--- config.mk ---
export PLATFORM = sky130hd
export DESIGN_NAME = interrupt_enable_flag_logic
export DESIGN_NICKNAME = d
export VERILOG_FILES = /design/src/design/irq_flags_pkg.sv /design/src/design/interrupt_enable_flag_logic.sv
export SDC_FILE = /design/constraint.sdc
export NUM_CORES = 1
export LEC_CHECK = 0
export BUFFER_PORTS_ARGS = -buffer_cell sky130_fd_sc_hd__buf_2
export CORE_AREA = 2 2 70 72
export DETAILED_ROUTE_END_ITERATION = 12
export DIE_AREA = 0 0 72 74
export GPL_TIMING_DRIVEN = 0
export PLACE_DENSITY = 0.91
export RECOVER_POWER = 25
export SLEW_MARGIN = 5
export SYNTH_ARGS = -nofsm -noshare
export SYNTH_HDL_FRONTEND = slang
export SYNTH_SLANG_ARGS = --single-unit
--- constraint.sdc ---
create_clock -name mclk -period 4.8 [get_ports mclk]
set_input_delay 0.24 -clock mclk [delete_from_list [all_inputs] [get_ports mclk]]
set_output_delay 0.24 -clock mclk [all_outputs]
set_load 0.01 [all_outputs]
--- src/design/irq_flags_pkg.sv ---
package irq_flags_pkg;
  // Register offsets on the 9-bit register port
  localparam logic [8:0] OFF_EN_PRI = 9'h00b;
  localparam logic [8:0] OFF_FLAG_PRI = 9'h00c;
  localparam logic [8:0] OFF_EN_SEC = 9'h00d;
  localparam logic [8:0] OFF_FLAG_SEC = 9'h00e;
  localparam logic [8:0] OFF_OPTION = 9'h081;
  localparam logic [8:0] OFF_RAW_STAT = 9'h1f0;
  localparam logic [8:0] OFF_RAW_MASK = 9'h1f1;
  // Primary enable and flag bit positions
  localparam int B_CONV = 7;
  localparam int B_BASE = 6;
  localparam int B_SECOND = 5;
  localparam int B_FIRST = 4;
  localparam int B_WAKE = 3;
  localparam int B_PIN2 = 2;
  localparam int B_PIN1 = 1;
  localparam int B_PIN0 = 0;
  // Secondary enable and flag bit positions
  localparam int B_GLOBAL = 7;
  localparam int B_SERIAL = 6;
  localparam int B_PULSE = 1;
  localparam int B_LOWSUP = 0;
  // Option register polarity positions
  localparam int B_POL0 = 6;
  localparam int B_POL1 = 5;
  // Reset values
  localparam logic [7:0] RST_EN_PRI = 8'h00;
  localparam logic [7:0] RST_EN_SEC = 8'h80;
  localparam logic [7:0] RST_FLAGS = 8'h00;
  localparam logic [7:0] RST_OPTION = 8'h00;
  // Implemented bit masks
  localparam logic [7:0] SEC_EN_MASK = 8'hc3;
  localparam logic [7:0] SEC_FLAG_MASK = 8'h43;
  localparam logic [7:0] SEC_CLR_MASK = 8'h03;
  localparam logic [7:0] OPT_MASK = 8'h60;
  localparam logic [7:0] ZERO8 = 8'h00;
endpackage : irq_flags_pkg

--- src/design/interrupt_enable_flag_logic.sv ---
`timescale 1ns/100ps
// Behaviour
// - Primary enable register, one bit per source
// - Wake enable bit also runs wake timer
// - Global enable reset one, other secondaries zero
// - Conversion end sets conversion flag
// - Writing zero clears flag, one ignored
// - Base timer overflow sets its flag
// - Eight-bit timer overflows set their flags
// - Wake timeout sets wake flag
// - Falling edge on pin two sets flag
// - Pins one, zero edge sets flags
// - Polarity bits pick edge, reset falling
// - Serial flag read-only, follows tx/rx done
// - Pulse period rollover sets pulse flag
// - Low supply level sets its flag
module interrupt_enable_flag_logic (
  // System clock
  input wire logic mclk,
  // Synchronous reset, active low
  input wire logic rst_n,
  // Register address
  input wire logic [8:0] reg_addr,
  // Register write data
  input wire logic [7:0] reg_wdata,
  // Write strobe, one cycle
  input wire logic reg_wr,
  // Read strobe, one cycle
  input wire logic reg_rd,
  // Read data, cycle after strobe
  output logic [7:0] reg_rdata,
  // Conversion end strobe
  input wire logic conv_end,
  // Base timer overflow strobe
  input wire logic base_timer_ovf,
  // Second eight-bit timer overflow
  input wire logic second_timer_ovf,
  // First eight-bit timer overflow
  input wire logic first_timer_ovf,
  // Wake timer period timeout
  input wire logic wake_timeout,
  // External pin two, asynchronous
  input wire logic ext_pin_two,
  // External pin one, asynchronous
  input wire logic ext_pin_one,
  // External pin zero, asynchronous
  input wire logic ext_pin_zero,
  // Serial transmit done level
  input wire logic serial_tx_done,
  // Serial receive done level
  input wire logic serial_rx_done,
  // Pulse period rollover strobe
  input wire logic pulse_rollover,
  // Low supply level
  input wire logic supply_low,
  // Wake timer run enable
  output logic wake_timer_run,
  // Request level to the core
  output logic cpu_irq_req,
  // Raw status level gated by the raw mask register
  output logic raw_irq
);

  // Register contents
  logic [7:0] en_pri_q;
  logic [7:0] flag_pri_q;
  logic [7:0] en_sec_q;
  logic [7:0] flag_sec_q;
  logic [7:0] option_q;
  logic [7:0] raw_stat_q;
  logic [7:0] raw_mask_q;
  logic [7:0] rdata_q;
  // Pin synchronisers and previous levels
  logic [2:0] pin_meta_q;
  logic [2:0] pin_sync_q;
  logic [2:0] pin_prev_q;
  // Event vectors
  logic [7:0] set_pri;
  logic [7:0] set_sec;
  logic fall2;
  logic edge1;
  logic edge0;
  logic serial_pend;

  // Address match for one offset, write strobe gated by the caller
  function automatic logic hit(input logic [8:0] a, input logic [8:0] off);
    hit = (a == off);
  endfunction

  // Edge detect honouring selected polarity
  function automatic logic pin_edge(input logic now, input logic prev,
                                    input logic rising);
    pin_edge = rising ? (now & ~prev) : (~now & prev);
  endfunction

  // Clear-by-zero with set priority
  function automatic logic [7:0] flag_next(input logic [7:0] cur,
                                           input logic [7:0] setv,
                                           input logic wr,
                                           input logic [7:0] wd,
                                           input logic [7:0] mask);
    logic [7:0] keep;
    keep = wr ? (cur & (wd | ~mask)) : cur;
    flag_next = keep | setv;
  endfunction

  // Pin synchroniser, two stages then history
  always_ff @(posedge mclk) begin
    if (!rst_n) begin
      pin_meta_q <= 3'h7;
      pin_sync_q <= 3'h7;
      pin_prev_q <= 3'h7;
    end else begin
      pin_meta_q <= {ext_pin_two, ext_pin_one, ext_pin_zero};
      pin_sync_q <= pin_meta_q;
      pin_prev_q <= pin_sync_q;
    end
  end

  assign fall2 = pin_edge(pin_sync_q[2], pin_prev_q[2], 1'b0);
  // pins one and zero by polarity
  assign edge1 = pin_edge(pin_sync_q[1], pin_prev_q[1],
                          option_q[irq_flags_pkg::B_POL1]);
  assign edge0 = pin_edge(pin_sync_q[0], pin_prev_q[0],
                          option_q[irq_flags_pkg::B_POL0]);

  // Primary event vector
  always_comb begin
    set_pri = irq_flags_pkg::ZERO8;
    set_pri[irq_flags_pkg::B_CONV] = conv_end;
    set_pri[irq_flags_pkg::B_BASE] = base_timer_ovf;
    set_pri[irq_flags_pkg::B_SECOND] = second_timer_ovf;
    set_pri[irq_flags_pkg::B_FIRST] = first_timer_ovf;
    set_pri[irq_flags_pkg::B_WAKE] = wake_timeout;
    set_pri[irq_flags_pkg::B_PIN2] = fall2;
    set_pri[irq_flags_pkg::B_PIN1] = edge1;
    set_pri[irq_flags_pkg::B_PIN0] = edge0;
  end

  assign serial_pend = serial_tx_done | serial_rx_done;

  // Secondary event vector
  always_comb begin
    set_sec = irq_flags_pkg::ZERO8;
    set_sec[irq_flags_pkg::B_PULSE] = pulse_rollover;
    set_sec[irq_flags_pkg::B_LOWSUP] = supply_low;
  end

  // Enable registers
  always_ff @(posedge mclk) begin
    if (!rst_n) begin
      en_pri_q <= irq_flags_pkg::RST_EN_PRI;
      en_sec_q <= irq_flags_pkg::RST_EN_SEC;
    end else if (reg_wr) begin
      if (hit(reg_addr, irq_flags_pkg::OFF_EN_PRI)) begin
        en_pri_q <= reg_wdata;
      end
      if (hit(reg_addr, irq_flags_pkg::OFF_EN_SEC)) begin
        en_sec_q <= reg_wdata & irq_flags_pkg::SEC_EN_MASK;
      end
    end
  end

  // Option polarity register
  always_ff @(posedge mclk) begin
    if (!rst_n) begin
      option_q <= irq_flags_pkg::RST_OPTION;
    end else if (reg_wr && hit(reg_addr, irq_flags_pkg::OFF_OPTION)) begin
      option_q <= reg_wdata & irq_flags_pkg::OPT_MASK;
    end
  end

  // Pending flag registers
  always_ff @(posedge mclk) begin
    if (!rst_n) begin
      flag_pri_q <= irq_flags_pkg::RST_FLAGS;
      flag_sec_q <= irq_flags_pkg::RST_FLAGS;
    end else begin
      flag_pri_q <= flag_next(flag_pri_q, set_pri,
        reg_wr && hit(reg_addr, irq_flags_pkg::OFF_FLAG_PRI),
        reg_wdata, ~irq_flags_pkg::ZERO8);
      flag_sec_q <= flag_next(flag_sec_q & irq_flags_pkg::SEC_CLR_MASK,
        set_sec,
        reg_wr && hit(reg_addr, irq_flags_pkg::OFF_FLAG_SEC),
        reg_wdata, irq_flags_pkg::SEC_CLR_MASK);
    end
  end

  // Raw status, write one to clear, set wins
  always_ff @(posedge mclk) begin
    if (!rst_n) begin
      raw_stat_q <= irq_flags_pkg::RST_FLAGS;
      raw_mask_q <= irq_flags_pkg::RST_FLAGS;
    end else begin
      if (reg_wr && hit(reg_addr, irq_flags_pkg::OFF_RAW_STAT)) begin
        raw_stat_q <= (raw_stat_q & ~reg_wdata) | set_pri;
      end else begin
        raw_stat_q <= raw_stat_q | set_pri;
      end
      if (reg_wr && hit(reg_addr, irq_flags_pkg::OFF_RAW_MASK)) begin
        raw_mask_q <= reg_wdata;
      end
    end
  end

  // Read data, one cycle after strobe
  always_ff @(posedge mclk) begin
    if (!rst_n) begin
      rdata_q <= irq_flags_pkg::ZERO8;
    end else if (reg_rd) begin
      unique case (reg_addr)
        irq_flags_pkg::OFF_EN_PRI: rdata_q <= en_pri_q;
        irq_flags_pkg::OFF_FLAG_PRI: rdata_q <= flag_pri_q;
        irq_flags_pkg::OFF_EN_SEC: rdata_q <= en_sec_q;
        // serial bit shows live done state
        irq_flags_pkg::OFF_FLAG_SEC: rdata_q <= flag_sec_q
          | ({7'h00, serial_pend} << irq_flags_pkg::B_SERIAL);
        irq_flags_pkg::OFF_OPTION: rdata_q <= option_q;
        irq_flags_pkg::OFF_RAW_STAT: rdata_q <= raw_stat_q;
        irq_flags_pkg::OFF_RAW_MASK: rdata_q <= raw_mask_q;
        // Unmapped reads as zero
        default: rdata_q <= irq_flags_pkg::ZERO8;
      endcase
    end else begin
      rdata_q <= irq_flags_pkg::ZERO8;
    end
  end

  assign reg_rdata = rdata_q;

  assign wake_timer_run = en_pri_q[irq_flags_pkg::B_WAKE];

  assign cpu_irq_req = en_sec_q[irq_flags_pkg::B_GLOBAL] &
    (|(flag_pri_q & en_pri_q) |
     |({flag_sec_q[7:1], flag_sec_q[0]} & en_sec_q
       & irq_flags_pkg::SEC_CLR_MASK) |
     (serial_pend & en_sec_q[irq_flags_pkg::B_SERIAL]));

  // Raw interrupt, sticky status gated by raw mask
  assign raw_irq = |(raw_stat_q & raw_mask_q);

endmodule // interrupt_enable_flag_logic

==> flow_metrics.env <==
export IMPL_synth_area_leader_cell="dfxtp_1"
export IMPL_dieArea_sq_um=5330
export IMPL_rsz0062_at_grt="false"
export IMPL_viasPerCell=6.36
export IMPL_p_leak_nw=1.10
export IMPL_synthTopCellsByCount="dfxtp_1, a22oi_1, nand2_1"
export IMPL_core_area_sq_um=4600
export IMPL_cts_buffer_depth=2
export IMPL_finalCriticalPeriod_ns=1.78
export IMPL_clk_pin_slew_worst_paths_ns=0.07
export IMPL_clk_latency_ns=0.34
export IMPL_cts_resized=0
export IMPL_switching_share_pct=23.9
export IMPL_synth_ff_type="dfxtp_1"
export IMPL_p_seq_share_pct=47.1
export IMPL_seq_area_frac_synth_pct=44.4
export IMPL_pwr_share_comb_pct=7.0
export IMPL_slowest_stage="nor4_4"
export IMPL_wl_um=7040
export IMPL_drt_iter0_drc=395
export IMPL_synth_top_area_share_pct=44.4
export IMPL_clock_skew_ns=0.0110
export IMPL_diodes=0
export IMPL_port_buffers=41
export IMPL_synthesis_area_sq_um=2570
export IMPL_slew_violations=0
export IMPL_antenna_found_initial=0
export IMPL_synthTopCellsByArea="dfxtp_1, a22oi_1, a21boi_1, nand3_1, o21ai_0"
export IMPL_cts_sinks=57
export IMPL_clockRootBuffer="clkbuf_8"
export IMPL_wl_per_cell_um=18.0
export IMPL_power_switching_uw=252
export IMPL_final_net_count=366
export IMPL_path_cells="clkbuf_1 -> clkinv_1 -> nor4_4 -> a21boi_1 -> o21a_1"
export IMPL_postLayoutCoreUtil_pct=66.1
export IMPL_power_density_nw_per_um2=347
export IMPL_fp_row_count=25
export IMPL_status="finished clean"
export IMPL_netlist_instances=281
export IMPL_synth_warnings=0
export IMPL_ant_nets=0
export IMPL_postCtsHoldBufs=0
export IMPL_crit_type="primary input to register"
export IMPL_fmax_mhz=563
export IMPL_grt_pass1_vias=2278
export IMPL_p_clk_share_pct=45.9
export IMPL_worstMarginPinSlew_ns=0.785
export IMPL_dp_hpwl_um=4940
export IMPL_critPathMaxStageDelay_ns=0.63
export IMPL_hold_violations=0
export IMPL_cts_tree="built"
export IMPL_dieWidth_um=72
export IMPL_synth_most_common_cell="dfxtp_1"
export IMPL_intPower_uw=804
export IMPL_grt_max_degree=11
export IMPL_fin_crit_sh_pct=37.0
export IMPL_stdcell_area_sq_um=3040
export IMPL_synth_edf_count=0
export IMPL_worst_path_max_fanout=10
export IMPL_cp_num_buf_inv=2
export IMPL_seq_area_sq_um=1140
export IMPL_num_io_pins=44
export IMPL_globalplace_congestion=1.04
export IMPL_maxSlewHeadroom_pct=47.1
export IMPL_drive_above_1_share_pct=19.3
export IMPL_async_flop_share_pct=0
export IMPL_die_h_um=74
export IMPL_startpoint_type="primary input"
export IMPL_arrival_ns=2.02
export IMPL_dr_pass1_iters=5
export IMPL_h_tree_depth=3
export IMPL_endpoint_kind="register"
export IMPL_drcViolationCount=0
export IMPL_numCtsBuffers=9
export IMPL_ys_seq_elements=57
export IMPL_synth_nets=314
export IMPL_post_dp_cell_area_sq_um=2840
export IMPL_start_util_pct=55.9
export IMPL_ys_types=39
export IMPL_overflow=0
export IMPL_required_ns=5.04
export IMPL_ir_drop_v=0.000266
export IMPL_syn_area_per_cell_sq_um=9.15
export IMPL_drv_cap=0
export IMPL_hold_ws_ns=0.0734
export IMPL_post_cts_setup_buffers=0
export IMPL_synthToLayoutAreaGrowth_pct=18.2
export IMPL_setup_violations=0
export IMPL_multiInputGateArea_sq_um=1300
export IMPL_total_power_mw=1.06
export IMPL_grt_first_pass_wirelength_um=11200
export IMPL_num_fill_cells=378
export IMPL_vias=2488
export IMPL_track_usage_pct=28.1
export IMPL_fin_setup_tns_ns=0
export IMPL_hp_class="primary input to register"
export IMPL_cp_top_family="buffers and inverters"
final timing paths:
kind	startpoint	end	slack, ns	cells past startpoint
min	ext_pin_two	pin_meta_q[2]	0.07	2
max	reg_wr	raw_stat_q[2]	3.02	5
min reg2reg	pin_meta_q[1]	pin_sync_q[1]	0.41	1
max reg2reg	pin_sync_q[1]	flag_pri_q[1]	3.62	4
cells in the final DEF (no fill, tap or decap), types with 9 or more instances in the layout:
cell | Yosys | layout
nand3_1 | 19 | 19
nor2_1 | 14 | 14
buf_2 | 5 | 37
a31oi_1 | 13 | 13
clkbuf_1 | 8 | 17
nand2_1 | 20 | 20
nand2b_1 | 12 | 12
clkbuf_8 | 0 | 9
a21boi_1 | 19 | 19
a22oi_1 | 22 | 22
o21ai_0 | 19 | 19
dfxtp_1 | 57 | 57
a21oi_1 | 10 | 10
worst register-to-register path: stages (launching register included):
cell,delay (ns)
dfxtp_1,0.31
nand2b_1,0.13
o21ai_0,0.36
o21ai_0,0.16
a31oi_1,0.15
registers in the layout (all words and copies together) (netlist names):
register and cells:
reg_rdata 8, flag_sec_q 2, pin_sync_q 3, en_sec_q 4, raw_stat_q 8, en_pri_q 8, pin_prev_q 3, pin_meta_q 3
flag_pri_q 8, option_q 2, raw_mask_q 8
layer usage:
layer | track usage [%] | up-vias | part of all wire (%)
li1 | - | 1141 | -
met1 | 36.0 | 1149 | 40
met2 | 43.6 | 161 | 45
met3 | 6.91 | 37 | 10
met4 | 16.1 | 0 | 4.2
met5 | 0 | - | 0
kinds of logic after synthesis:
kind of cell,count (synthesis),synth area share (%)
AOI/OAI and AO/OA,96,25.4
and+or+nand+nor,93,21.7
DFF,57,44.4
buffers and inverters,26,4.91
muxes,9,3.60
stage by stage:
stage                     instances  setup slack (ns)
after floorplan                 281              3.02
after global placement          376              2.79
after detailed placement        376              2.74
after CTS                       391              3.09
after global routing            391              2.96
final                           391              3.02
cell type report:
| class | instances | area share [%] |
|---|---|---|
| Buffer | 17 | 3.05 |
| Clock buffer | 9 | 4.07 |
| Clock inverter | 6 | 2.76 |
| Inverter | 9 | 1.11 |
| Multi-Input combinational cell | 198 | 42.9 |
| Sequential cell | 57 | 37.5 |
| Tap cell | 54 | 2.22 |
| Timing Repair Buffer | 41 | 6.38 |
power by group through the flow:
stage / logic, mW / clock network, mW / registers (mW)
6_report: 0.0740 / 0.484 / 0.497
5_1_grt: 0.0809 / 0.503 / 0.498
4_1_cts: 0.0730 / 0.481 / 0.496
3_5_place_dp: 0.0728 / 0 / 0.507
2_1_floorplan: 0.0425 / 0 / 0.502
3_3_place_gp: 0.0700 / 0 / 0.506
Note: power is estimated with default switching activity, not from simulation.
